$ cat src/verilog/serial_host_port_regs.svh
/*
 Constants of the serial host port: buffer depths, word width, reset values.
 Assumes inclusion by bare name from the design file.
*/
`ifndef SERIAL_HOST_PORT_REGS_SVH
`define SERIAL_HOST_PORT_REGS_SVH
`define SHP_WORD_W 24
`define SHP_RX_DEPTH 10
`define SHP_TX_DEPTH 4
`define SHP_SYNC_RST 4'hF
`define SHP_PRV_RST 2'h3
`define SHP_DIV_RST 8'h00
`define SHP_SH_RST 24'h000000
`endif

$ cat src/verilog/serial_host_port_pkg.sv
/*
 Types of the serial host port: configuration and interrupt carriers, states.
 Assumes nothing beyond a SystemVerilog compiler.
*/
package serial_host_port_pkg;
   typedef struct packed {
      logic i2c_mode;
      logic master_select_bit;
      logic [1:0] word_bytes;
      logic [7:0] clk_div;
      logic [6:0] own_addr;
      logic master_read;
   } cfg_s;
   typedef struct packed {
      logic rx;
      logic tx;
      logic rx_exc;
      logic bus_err;
   } irq_s;
   typedef enum logic [6:0] {
      ST_IDLE = 7'h01,
      ST_START = 7'h02,
      ST_SPI = 7'h04,
      ST_ADDR = 7'h08,
      ST_DATA = 7'h10,
      ST_ACK = 7'h20,
      ST_STOP = 7'h40
   } state_e;
endpackage : serial_host_port_pkg

$ cat src/verilog/serial_host_port.sv
/*
 Serial host port: SPI or I2C engine, slave or single master, with a
 4-word transmit FIFO and a 10-word receive FIFO toward the core.
 Assumes core-side ports are synchronous to ref_clk; bus pins are resolved
 outside from the output enables and are synchronised here.
*/
// Notes on behaviour
// Runs SPI or I2C as selected, as slave or single master.
// Words are one, two or three bytes in both protocols.
// Received words queue in a ten-entry receive FIFO.
// SPI shifts data out and in together on each clock.
// SPI slave takes part only while selected.
// Separate receive and transmit interrupt requests with status.
// Receive exception raises its own request.
// Bus error raises its own request.
// Master mode makes the bus clock with a programmable divider.
// Slave mode disables the generator; clock comes from the bus.
// I2C detects start and stop; master generates them.
// I2C slave answers only to its own address.
// I2C direction comes from the address byte.
// I2C data moves byte by byte, timed by SCL.
// I2C drives acknowledge after each received byte except the last byte of a master read.
// I2C samples acknowledge after each transmitted byte.
// Registers are core-mapped locations, here core-side ports.
// Far party reaches the port only through the shift register.
// Slave clock and data are synchronised before use.
`timescale 1ns/1ps
`include "serial_host_port_regs.svh"

module word_fifo #(
   parameter int WIDTH = 24,
   parameter int DEPTH = 4
) (
   input wire logic ref_clk,
   input wire logic rstn,
   input wire logic in_valid,
   output logic in_ready,
   input wire logic [WIDTH-1:0] in_data,
   output logic out_valid,
   input wire logic out_ready,
   output logic [WIDTH-1:0] out_data
);
   localparam int PW = $clog2(DEPTH);
   localparam int CW = $clog2(DEPTH + 1);
   logic [WIDTH-1:0] mem [DEPTH];
   logic [PW-1:0] wp_r, rp_r;
   logic [CW-1:0] cnt_r;
   logic wr, rd;
   assign wr = in_valid & in_ready;
   assign rd = out_valid & out_ready;
   assign in_ready = cnt_r != CW'(DEPTH);
   assign out_valid = cnt_r != '0;
   assign out_data = mem[rp_r];
   // Storage needs no reset; count guards every read
   always_ff @(posedge ref_clk) begin
      if (wr) begin
         mem[wp_r] <= in_data;
      end
   end
   always_ff @(posedge ref_clk or negedge rstn) begin
      if (!rstn) begin
         wp_r <= '0;
         rp_r <= '0;
         cnt_r <= '0;
      end else begin
         if (wr) begin
            wp_r <= (wp_r == PW'(DEPTH - 1)) ? '0 : wp_r + 1'h1;
         end
         if (rd) begin
            rp_r <= (rp_r == PW'(DEPTH - 1)) ? '0 : rp_r + 1'h1;
         end
         if (wr && !rd) begin
            cnt_r <= cnt_r + 1'h1;
         end else if (rd && !wr) begin
            cnt_r <= cnt_r - 1'h1;
         end
      end
   end
endmodule : word_fifo

module serial_host_port (
   input wire logic ref_clk,
   input wire logic rstn,
   input wire serial_host_port_pkg::cfg_s cfg,
   input wire logic [23:0] tx_word,
   input wire logic tx_valid,
   output logic tx_ready,
   output logic [23:0] rx_word,
   output logic rx_valid,
   input wire logic rx_ready,
   output serial_host_port_pkg::irq_s irq,
   input wire logic sck_i,
   output logic sck_o,
   output logic sck_oe,
   input wire logic sda_i,
   output logic sda_o,
   output logic sda_oe,
   input wire logic sdi,
   input wire logic sel_in_n,
   output logic sel_out_n
);
   logic [3:0] sy1_r, sy2_r;
   logic [1:0] prv_r;
   serial_host_port_pkg::state_e state_r;
   logic [7:0] div_r;
   logic [23:0] sh_r, ld, rx_next, tq_word;
   logic [4:0] bitc_r, nbits;
   logic [1:0] bytec_r, nbytes;
   logic sck_r, ackph_r, dir_r, txb_r, sda_low_r, dout_r, last_r, nack_r, wdone_r;
   logic i2c, mst, s_sck, s_sda, s_sdi, s_sel_n, start_det, stop_det;
   logic run, tick, rise, fall, din, dev_tx, spi_go, spi_end, i2c_end;
   logic addr_done, ack_exit, to_data, arb_lost, err_ev, pop, push;
   logic tq_valid, rq_ready;
   logic [7:0] addr_byte;

   function automatic logic [23:0] justify(input logic [23:0] w, input logic [1:0] n);
      case (n)
         2'h1: justify = {w[7:0], 16'h0000};
         2'h2: justify = {w[15:0], 8'h00};
         default: justify = w;
      endcase
   endfunction : justify

   function automatic logic [23:0] keep(input logic [23:0] w, input logic [1:0] n);
      case (n)
         2'h1: keep = {16'h0000, w[7:0]};
         2'h2: keep = {8'h00, w[15:0]};
         default: keep = w;
      endcase
   endfunction : keep

   // Bus pins pass two flops; edges are seen only past the second
   always_ff @(posedge ref_clk or negedge rstn) begin
      if (!rstn) begin
         sy1_r <= `SHP_SYNC_RST;
         sy2_r <= `SHP_SYNC_RST;
         prv_r <= `SHP_PRV_RST;
      end else begin
         sy1_r <= {sel_in_n, sdi, sda_i, sck_i};
         sy2_r <= sy1_r;
         prv_r <= sy2_r[1:0];
      end
   end
   assign s_sck = sy2_r[0];
   assign s_sda = sy2_r[1];
   assign s_sdi = sy2_r[2];
   assign s_sel_n = sy2_r[3];
   assign start_det = s_sck & prv_r[0] & prv_r[1] & !s_sda;
   assign stop_det = s_sck & prv_r[0] & !prv_r[1] & s_sda;

   assign i2c = cfg.i2c_mode;
   assign mst = cfg.master_select_bit;
   assign nbytes = (cfg.word_bytes == 2'h0) ? 2'h1 : cfg.word_bytes;
   assign nbits = {nbytes, 3'h0};
   assign run = mst & (state_r != serial_host_port_pkg::ST_IDLE);
   assign tick = run & (div_r == cfg.clk_div);
   // Slave edges come from the synchronised pin, master edges from the divider
   assign rise = mst ? (tick & !sck_r) : (s_sck & !prv_r[0]);
   assign fall = mst ? (tick & sck_r & (state_r != serial_host_port_pkg::ST_STOP))
                     : (!s_sck & prv_r[0]);
   assign din = i2c ? s_sda : s_sdi;
   assign dev_tx = mst ? !cfg.master_read : dir_r;
   assign ld = justify(tq_valid ? tq_word : 24'h000000, nbytes);
   assign rx_next = {sh_r[22:0], din};
   assign addr_byte = rx_next[7:0];
   assign spi_go = !i2c & (state_r == serial_host_port_pkg::ST_IDLE) & (mst ? tq_valid : !s_sel_n);
   assign spi_end = (state_r == serial_host_port_pkg::ST_SPI) & rise & (bitc_r == nbits - 5'h1)
                    & (mst | !s_sel_n);
   assign i2c_end = (state_r == serial_host_port_pkg::ST_DATA) & rise & (bitc_r == 5'h7)
                    & (bytec_r == nbytes - 2'h1);
   assign addr_done = (state_r == serial_host_port_pkg::ST_ADDR) & rise & (bitc_r == 5'h7);
   assign ack_exit = (state_r == serial_host_port_pkg::ST_ACK) & ackph_r & fall;
   assign to_data = ack_exit & !nack_r & !(mst & wdone_r);
   // Master read pops and discards its trigger word
   assign pop = tq_valid & (spi_go | spi_end | (to_data & (bytec_r == 2'h0) & (mst | dir_r)));
   assign push = spi_end | (i2c_end & !txb_r);
   assign arb_lost = i2c & mst & rise & txb_r & !sda_low_r & !din
                     & ((state_r == serial_host_port_pkg::ST_ADDR)
                        | (state_r == serial_host_port_pkg::ST_DATA));
   // A clean stop follows one data-phase clock rise; later data-phase stops and stops in ACK are errors
   assign err_ev = arb_lost
      | (i2c & !mst & stop_det & (((state_r == serial_host_port_pkg::ST_DATA) & (bitc_r > 5'h1))
                                  | (state_r == serial_host_port_pkg::ST_ACK)))
      | (!i2c & !mst & (state_r == serial_host_port_pkg::ST_SPI) & s_sel_n & (bitc_r != 5'h0));

   word_fifo #(.WIDTH(`SHP_WORD_W), .DEPTH(`SHP_TX_DEPTH)) tx_q (
      .ref_clk(ref_clk), .rstn(rstn), .in_valid(tx_valid), .in_ready(tx_ready),
      .in_data(tx_word), .out_valid(tq_valid), .out_ready(pop), .out_data(tq_word));
   word_fifo #(.WIDTH(`SHP_WORD_W), .DEPTH(`SHP_RX_DEPTH)) rx_q (
      .ref_clk(ref_clk), .rstn(rstn), .in_valid(push), .in_ready(rq_ready),
      .in_data(keep(rx_next, nbytes)), .out_valid(rx_valid), .out_ready(rx_ready),
      .out_data(rx_word));

   // Clock generator idles at the bus idle level of the mode
   always_ff @(posedge ref_clk or negedge rstn) begin
      if (!rstn) begin
         div_r <= `SHP_DIV_RST;
         sck_r <= 1'h0;
      end else if (!run) begin
         div_r <= `SHP_DIV_RST;
         sck_r <= i2c;
      end else if (tick) begin
         div_r <= `SHP_DIV_RST;
         if (!((state_r == serial_host_port_pkg::ST_STOP) && sck_r)) begin
            sck_r <= !sck_r;
         end
      end else begin
         div_r <= div_r + 8'h01;
      end
   end

   always_ff @(posedge ref_clk or negedge rstn) begin
      if (!rstn) begin
         state_r <= serial_host_port_pkg::ST_IDLE;
         sh_r <= `SHP_SH_RST;
         bitc_r <= 5'h00;
         bytec_r <= 2'h0;
         {ackph_r, dir_r, txb_r, sda_low_r, dout_r, last_r, nack_r, wdone_r} <= 8'h00;
      end else if ((i2c & !mst & stop_det) | arb_lost) begin
         state_r <= serial_host_port_pkg::ST_IDLE;
         sda_low_r <= 1'h0;
      end else if (i2c & !mst & start_det) begin
         state_r <= serial_host_port_pkg::ST_ADDR;
         {bitc_r, bytec_r, txb_r, sda_low_r} <= 9'h000;
      end else begin
         unique case (state_r)
            serial_host_port_pkg::ST_IDLE: begin
               if (spi_go) begin
                  state_r <= serial_host_port_pkg::ST_SPI;
                  sh_r <= ld;
                  dout_r <= ld[23];
                  bitc_r <= 5'h00;
                  last_r <= 1'h0;
               end else if (i2c & mst & tq_valid) begin
                  state_r <= serial_host_port_pkg::ST_START;
                  sda_low_r <= 1'h1;
                  sh_r <= {cfg.own_addr, cfg.master_read, 16'h0000};
                  {bitc_r, bytec_r} <= 7'h00;
               end
            end
            serial_host_port_pkg::ST_START: begin
               if (fall) begin
                  state_r <= serial_host_port_pkg::ST_ADDR;
                  sda_low_r <= !sh_r[23];
                  txb_r <= 1'h1;
               end
            end
            serial_host_port_pkg::ST_SPI: begin
               if (!mst & s_sel_n) begin
                  state_r <= serial_host_port_pkg::ST_IDLE;
               end else begin
                  if (rise) begin
                     bitc_r <= spi_end ? 5'h00 : bitc_r + 5'h01;
                     sh_r <= spi_end ? ld : rx_next;
                     if (spi_end & mst & !tq_valid) begin
                        last_r <= 1'h1;
                     end
                  end
                  if (fall) begin
                     dout_r <= sh_r[23];
                     if (last_r) begin
                        state_r <= serial_host_port_pkg::ST_IDLE;
                     end
                  end
               end
            end
            serial_host_port_pkg::ST_ADDR, serial_host_port_pkg::ST_DATA: begin
               if (rise) begin
                  sh_r <= rx_next;
                  bitc_r <= bitc_r + 5'h01;
                  if (bitc_r == 5'h7) begin
                     bitc_r <= 5'h00;
                     state_r <= serial_host_port_pkg::ST_ACK;
                     {ackph_r, nack_r, wdone_r} <= 3'h0;
                     if (state_r == serial_host_port_pkg::ST_DATA) begin
                        wdone_r <= bytec_r == nbytes - 2'h1;
                        bytec_r <= (bytec_r == nbytes - 2'h1) ? 2'h0 : bytec_r + 2'h1;
                     end else if (!mst) begin
                        dir_r <= addr_byte[0];
                        if (addr_byte[7:1] != cfg.own_addr) begin
                           state_r <= serial_host_port_pkg::ST_IDLE;
                        end
                     end
                  end
               end
               if (fall) begin
                  sda_low_r <= txb_r & !sh_r[23];
               end
            end
            serial_host_port_pkg::ST_ACK: begin
               if (fall & !ackph_r) begin
                  ackph_r <= 1'h1;
                  sda_low_r <= !txb_r & !(mst & wdone_r);
               end
               if (rise & ackph_r & txb_r) begin
                  nack_r <= din;
               end
               if (to_data) begin
                  state_r <= serial_host_port_pkg::ST_DATA;
                  txb_r <= dev_tx;
                  if ((bytec_r == 2'h0) & dev_tx) begin
                     sh_r <= ld;
                     sda_low_r <= !ld[23];
                  end else begin
                     sda_low_r <= dev_tx & !sh_r[23];
                  end
               end else if (ack_exit) begin
                  state_r <= mst ? serial_host_port_pkg::ST_STOP : serial_host_port_pkg::ST_IDLE;
                  sda_low_r <= mst;
               end
            end
            serial_host_port_pkg::ST_STOP: begin
               if (tick & sck_r) begin
                  sda_low_r <= 1'h0;
                  state_r <= serial_host_port_pkg::ST_IDLE;
               end
            end
            default: state_r <= serial_host_port_pkg::ST_IDLE;
         endcase
      end
   end

   // Exceptions are one-cycle requests; levels follow FIFO state
   always_ff @(posedge ref_clk or negedge rstn) begin
      if (!rstn) begin
         irq <= '0;
      end else begin
         irq.rx <= rx_valid;
         irq.tx <= tx_ready;
         irq.rx_exc <= push & !rq_ready;
         irq.bus_err <= err_ev;
      end
   end

   assign sck_o = i2c ? 1'h0 : sck_r;
   assign sck_oe = mst & (i2c ? !sck_r : 1'h1);
   assign sda_o = i2c ? 1'h0 : dout_r;
   assign sda_oe = i2c ? sda_low_r
                       : ((state_r == serial_host_port_pkg::ST_SPI) & (mst | !s_sel_n));
   assign sel_out_n = !(mst & !i2c & (state_r == serial_host_port_pkg::ST_SPI));
endmodule : serial_host_port

$ cat config.mk
export PLATFORM = sky130hd
export DESIGN_NAME = serial_host_port
export DESIGN_NICKNAME = d
export VERILOG_FILES = /design/src/verilog/serial_host_port_pkg.sv /design/src/verilog/serial_host_port.sv
export VERILOG_INCLUDE_DIRS = /design/src /design/src/verilog
export SDC_FILE = /design/constraint.sdc
export NUM_CORES = 1
export LEC_CHECK = 0
export BUFFER_PORTS_ARGS = -buffer_cell sky130_fd_sc_hd__buf_4
export CAP_MARGIN = 20
export CORE_ASPECT_RATIO = 0.5
export CORE_MARGIN = 10
export CORE_UTILIZATION = 61
export DETAILED_ROUTE_END_ITERATION = 10
export PLACE_DENSITY_LB_ADDON = 0.2
export SYNTH_ARGS = -nofsm -noshare
export SYNTH_HDL_FRONTEND = slang
export SYNTH_SLANG_ARGS = --single-unit
$ cat constraint.sdc
create_clock -name ref_clk -period 6.8 [get_ports ref_clk]
set_clock_uncertainty 0.2 [all_clocks]
set_input_delay 1.36 -clock ref_clk [delete_from_list [all_inputs] [get_ports ref_clk]]
set_output_delay 1.36 -clock ref_clk [all_outputs]
set_load 0.01 [all_outputs]
==> results of run 1 <==
[synth_stat cells (15+ instances only)]
cell type,count
o21ai_1,26
nor3_1,15
nand2_1,62
nor2_1,42
and2_1,18
a21oi_1,47
buf_2,16
mux2i_1,36
o21ai_0,22
clkbuf_1,35
inv_1,29
xnor2_1,15
a32oi_1,17
a211oi_1,28
nand3_1,24
mux4_2,72
and3_1,18
nor2b_1,33
dfrtp_1,77
edfxtp_1,336
xor2_1,18
[per-layer routing]
layer	global-route usage, %	up-vias
met5	0	-
met3	3.863	76
li1	-	4715
met1	31.19	5449
met4	5.925	0
met2	35.23	435
[cell type report]
type | count | area share (%)
flip-flops and latches | 424 | 59.68
well taps | 391 | 2.371
inverters | 29 | 0.5276
clock buffers | 44 | 4.815
repair buffers | 110 | 4.160
clock inverters | 24 | 1.073
multi-input cells | 645 | 27.38
[through the flow]
step	setup WS, ns	util [%]	std cells
6_report	1.966	70.57	1667
5_1_grt	1.734	70.57	1667
4_1_cts	1.870	70.39	1664
3_5_place_dp	1.447	66.23	1596
3_3_place_gp	1.654	66.23	1596
2_1_floorplan	0.9592	-	1162
[flip-flops by register name (all words and copies together) (netlist names), 2 cells and up]
signal      count
bitc_r          5
bytec_r         2
div_r           8
irq             4
prv_r           2
rx_q.cnt_r      4
rx_q.mem      240
rx_q.rp_r       4
rx_q.wp_r       4
sh_r           24
state_r         7
sy1_r           4
sy2_r           4
tx_q.cnt_r      3
tx_q.mem       96
tx_q.rp_r       2
tx_q.wp_r       2
[layout by cell type (no fill, tap or decap), types with 22 or more instances in the layout]
cell type,netlist,layout
edfxtp_1,336,336
buf_4,0,108
dfrtp_1,77,74
mux4_2,72,72
nand2_1,62,62
a21oi_1,47,47
nor2_1,42,40
clkbuf_16,0,38
mux2i_1,36,36
nor2b_1,33,33
inv_1,29,29
a211oi_1,28,28
o21ai_1,26,26
nand3_1,24,24
o21ai_0,22,22
[power by group]
part	leakage, nW	internal, W	total, W	switching, W
combinational	2.43	0.000569	0.00140	0.000829
clock	0.592	0.00114	0.00210	0.000957
sequential	4.25	0.00309	0.00328	0.000191
total	7.26	0.00480	0.00678	0.00198
[final timing paths]
kind | slack, ns | to | depth (start not counted) | start
worst max-delay path | 1.97 | rx_word[19] | 6 | rx_q.rp_r[0]
worst min-delay path | 0.16 | sy2_r[3] | 0 | sy1_r[3]
worst max register to register | 2.74 | rx_q.cnt_r[3] | 15 | state_r[1]
worst min register to register | 0.16 | sy2_r[3] | 0 | sy1_r[3]
max in group asynchronous | 4.67 | rx_q.rp_r[0] | 2 | rstn
min in group asynchronous | 0.56 | tx_q.cnt_r[2] | 1 | rstn
[kinds of logic (layout without fill, tap and decap cells)]
| family | Yosys count | after routing | share of synthesized area [%] |
|---|---|---|---|
| XOR/XNOR | 33 | 33 | 1.581 |
| buffers and inverters | 93 | 207 | 2.102 |
| AO/OA/AOI/OAI | 202 | 202 | 7.633 |
| flip-flops | 424 | 424 | 67.33 |
| multiplexers | 130 | 130 | 12.28 |
| adder cells (fa/ha/maj) | 16 | 16 | 1.177 |
| AND/OR/NAND/NOR | 264 | 264 | 7.900 |
==> impl_results.md, run 1 <==
* Status: finished clean
* Unrepaired setup endpoints after global routing: no
* Register area share after synthesis at about 67%
* Critical path's slowest cell: dfrtp_4
* Post-detail-place hpwl at 26780 µm
* Routed WL per cell at between 20 and 25 µm
* Most used cell, CP: buf_4
* Clk_lat worst skew at 0.55 ns
* Syn. warnings at 0
* Met2 WL at between 15000 and 20000 µm
* Worst setup EP type: primary output
* DRT Pass-1 Iters at 5
* Post-DP Area at roughly 19000 µm²
* Post-Syn Instances at 1162
* Crit path arrival time at approximately 3.3 ns
* Power per cell area at 328.4 nW/µm²
* First-pass GRT wire length at 63970 µm
* Flops & latches, synth at between 400 and 500
* Tcrit/Tclk final at a little under three quarters
* PortBufs at 86
* Setup TNS at 0 ns
* CTS tree: built
* WL final at a little over 40000 µm
* Cell taking the most area after synthesis: edfxtp_1
* Ant diodes at 0
* Maxcap violations at 0
* Met3 WL at 2808 µm
* Clock sink count at 424
* Layout area overhead at 12.88%
* Primary FF master, synth: edfxtp_1
* Die ar. at approximately 38000 µm²
* Cts hold-fix bufs at 0
* Design area at around 21000 µm²
* Overflow after GRT at 0
* Post-CTS Setup Inserts at 0
* GP Congestion at just over 0.9
* Average instance area after synthesis at approximately 16 µm²
* # nets final at 1315
* Crit Path Class: reg2out
* Library cells used by synthesis at ~80
* Critical Path Max Stage Delay at a little over 0.9 ns
* # resized after CTS at 0
* CTS Buffer Depth at 3
* H-tree depth at 2
* Hold Worst Slack at between 0.15 and 0.2 ns
* Worst slew pin tran at slightly below 1 ns
* Top-area cell type share of the netlist area at roughly 55%
* Crit path max fanout at 38
* Core area at 29230 µm²
* Routed Antenna Nets at 0
* Boundary Pins at a little under 90
* FF+latch area at 12310 µm²
* Vias in the first global route at roughly 11000
* Multi-input gate area at 5648 µm²
* Leak at between 7 and 8 nW
* Met1 Wirelength at between 15000 and 20000 µm
* CP delay by family, top: flip-flops
* Vias per cell at 6.404
* Count of final setup violators at 0
* Worst Setup Start Kind: register
* Buf/Inv on CP at 2
* Max VDD drop at about 280 µV
* Vias at roughly 11000
* Initial antenna violation count at 0
* Clock root cell: clkbuf_16
* Hold Crit Class: reg2reg
* Largest net degree at the start of global routing at 57
* Die width at approximately 260 µm
* Synth top area cells: edfxtp_1 (55%), dfrtp_1 (11%), mux4_2 (8.9%)
* FILL cells at 1854
* Post-Synthesis Cell Area at approximately 18000 µm²
* Initial DRC count at 1161
* Drt drc at 0
* Core Rows at 44
* Worst relative slew slack at 35.50%
* Layout cells sized above 1 at between 20% and 30%
* Tmin final at ~4.8 ns
* Worst EP required at approximately 5.2 ns
* F_max at between 0.2 and 0.25 GHz
* Clock buffer count from CTS at 37
* Number of flops mapped to enable cells by yosys at approximately 340
* Clk pin slew, worst setup/hold paths at about 0.07 ns
* Tot Pwr at 0.006776 W
* Max layer used: met4
* FFs w/ async S/R, synth at roughly a fifth
* Final Hold Vio Count at 0
* Cell Chain, Critical Path: buf_4 -> mux4_2 -> nor2b_1 -> a211oi_1 -> a21oi_1 -> buf_4
* Syn nets at 1230
* Die H at approximately 140 µm
* Initial Util at between 60% and 70%
* Max-slew violation count at 0
* Total global-route track usage at roughly 22%
No activity file was read; power rests on OpenSTA's default activity.
==> run 2, diff against run 1 <==
==> constraint.sdc (replaced) <==
create_clock -name ref_clk -period 4.8 [get_ports ref_clk]
set_clock_uncertainty 0.2 [all_clocks]
set_input_delay 0.96 -clock ref_clk [delete_from_list [all_inputs] [get_ports ref_clk]]
set_output_delay 0.96 -clock ref_clk [all_outputs]
set_load 0.01 [all_outputs]
==> run 2 against run 1 <==
Compared with the run above:
- critical path depth unchanged
- non-clock buffer count up 10
- flip-flop and latch count unchanged
- setup slack worse by 1.3 ns
- largest cell class unchanged
==> impl_results.md, run 2 (synthesized netlist as in run 1, its figures left out) <==
* Tmin final at between 4 and 5 ns
* Worst setup startpoint: rx_q.rp_r[0]
* Crit Reg-Reg Startpoint: state_r[3]
* Worst relative slew slack at 31.29% (-4.2 points)
* Worst EP required at 3.64 ns (-1.60 ns)
* Met3 WL at 3114 µm (+11%)
* Max VDD drop at 412.6 µV (+50%)
* Cts hold-fix bufs at 0 (unchanged)
* Met1 Wirelength at 17760 µm (-1.4%)
* Clk pin slew, worst setup/hold paths at 0.07 ns (about the same)
* Drt drc at 0 (unchanged)
* Biggest regs: rx_q.mem (240), tx_q.mem (96), sh_r (24)
* CTS tree: built
* Crit path arrival time at 2.96 ns (-0.31 ns)
* Largest register FFs at 240 (unchanged)
* Worst reg2reg path depth at 12 (-3)
* Initial antenna violation count at 0 (unchanged)
* Tcrit/Tclk final at 85.80%
* Reg-to-reg slack, setup at 1.01 ns (-1.73 ns)
* Worst slew pin tran at 1.031 ns (+0.06322 ns)
* Reg with most FFs: rx_q.mem
* Initial DRC count at 1129 (-2.8%)
* Largest net degree at the start of global routing at 56 (-1.8%)
* Count of final setup violators at 0 (unchanged)
* Met2 WL at 19270 µm (-2.6%)
* Unrepaired setup endpoints after global routing: no
* Hold Crit Class: reg2reg
* CTS Buffer Depth at 3 (unchanged)
* Overflow after GRT at 0 (unchanged)
* FILL cells at 1904 (+2.7%)
* # nets final at 1324 (+0.68%)
* Worst setup EP type: primary output
* Crit path max fanout at 31 (-18%)
* Setup TNS at 0 ns (unchanged)
* # resized after CTS at 0 (unchanged)
* Initial Util at 62.52% (unchanged)
* First-pass GRT wire length at 64340 µm (+0.57%)
* Crit Reg-Reg Endpoint: tx_q.cnt_r[2]
* Clock root cell: clkbuf_16
* Leak at 7.271 nW (+0.11%)
* Routed WL per cell at 24.57 µm (-1.3%)
* Core Rows at 44 (unchanged)
* Power per cell area at 458.8 nW/µm² (+40%)
* Max-slew violation count at 0 (unchanged)
* Worst hold endpoint: sy2_r[2]
* Max layer used: met4
* Hold_sp: sy1_r[2]
* Final Hold Vio Count at 0 (unchanged)
* GP Congestion at 0.9301 (+1.7%)
* Layout cells sized above 1 at 23.30% (-0.52 points)
* Core area at 29230 µm² (unchanged)
* Ant diodes at 0 (unchanged)
* F_max at about 0.24 GHz
* Vias in the first global route at 10850 (+1.4%)
* DRT Pass-1 Iters at 5 (unchanged)
* Routed Antenna Nets at 0 (unchanged)
* Final worst setup slack at 0.6817 ns (-1.284 ns)
* Die H at 142.4 µm (unchanged)
* Commonest non-fill, non-tap cell in the layout: edfxtp_1
* Dpl ws at 0.5446 ns (-0.9021 ns)
* Vias at 10660 (-0.17%)
* Boundary Pins at 87 (unchanged)
* Commonest non-fill, non-tap cells in the layout: edfxtp_1 (336), buf_4 (117), dfrtp_1 (74)
* Total global-route track usage at 22.14% (+0.071 points)
* Clock buffer count from CTS at 36 (-2.7%)
* WHS Path Cells at 0 (unchanged)
* Vias per cell at 6.366 (-0.59%)
* Maxcap violations at 0 (unchanged)
* Post-CTS Setup Inserts at 0 (unchanged)
* Clock sink count at 424 (unchanged)
* WL final at 41130 µm (-0.86%)
* Die width at 264.8 µm (unchanged)
* Layout area overhead at 12.91% (about the same)
* Clk_lat worst skew at 0.54 ns (about the same)
* Tot Pwr at 0.009468 W (+40%)
* H-tree depth at 2 (unchanged)
* PortBufs at 86 (unchanged)
* Crit Path Class: reg2out
* Post-detail-place hpwl at 27030 µm (+0.96%)
* Die ar. at 37710 µm² (unchanged)
* Status: finished clean
* Worst Setup Start Kind: register
## run 2: cell count changes in the layout (fill, tap and decap cells not counted), sizes merged
cell and delta:
clkbuf +2, buf +10, clkinvlp -4, inv -1
## run 2: power breakdown
group / switching [W] / internal [W] / total, W
sequential: 0.000294 / 0.00437 / 0.00467
clock: 0.00128 / 0.00155 / 0.00283
combinational: 0.00116 / 0.000812 / 0.00197
## run 2: cell type report
type,instances,area [µm²],share of cell area [%]
clock inverters,19,151.4,0.7336
inverters,29,108.9,0.5275
repair buffers,120,945.9,4.583
flip-flops and latches,424,12310,59.66
clock buffers,46,969.7,4.699
well taps,391,489.2,2.371
multi-input cells,645,5660,27.43
## run 2: layer usage
layer | GRT usage [%] | vias up
li1 | - | 4738
met1 | 31.20 | 5429
met2 | 34.32 | 413
met3 | 4.829 | 77
met4 | 6.767 | 0
met5 | 0 | -
## run 2: worst max-delay path, stage by stage (launching register included)
cell      delay, ns
dfrtp_4        0.82
buf_12         0.30
mux4_2         0.54
nor2b_1        0.15
a211oi_1       0.28
a21oi_1        0.09
buf_4          0.21
## run 2: worst max path at each step
| stage | end | slack, ns | depth (start not counted) |
|---|---|---|---|
| 2_1_floorplan | rx_q.mem[4][0] | -0.64 | 9 |
| 3_3_place_gp | rx_q.mem[0][17] | 0.62 | 10 |
| 3_5_place_dp | rx_q.mem[2][17] | 0.54 | 10 |
| 4_1_cts | rx_word[5] | 0.59 | 6 |
| 5_1_grt | rx_word[5] | 0.48 | 6 |
| 6_report | rx_word[5] | 0.68 | 6 |
## run 2: through the flow
| stage | cell area [µm²] | instances | hold WS, ns | utilization (%) |
|---|---|---|---|---|
| after floorplan | 18290 | 1162 | 0.1452 | - |
| after global placement | 19470 | 1607 | 0.1466 | 66.60 |
| after detailed placement | 19470 | 1607 | 0.1472 | 66.60 |
| after CTS | 20590 | 1672 | 0.1532 | 70.43 |
| after global routing | 20640 | 1674 | 0.1598 | 70.60 |
| final | 20640 | 1674 | 0.1545 | 70.60 |
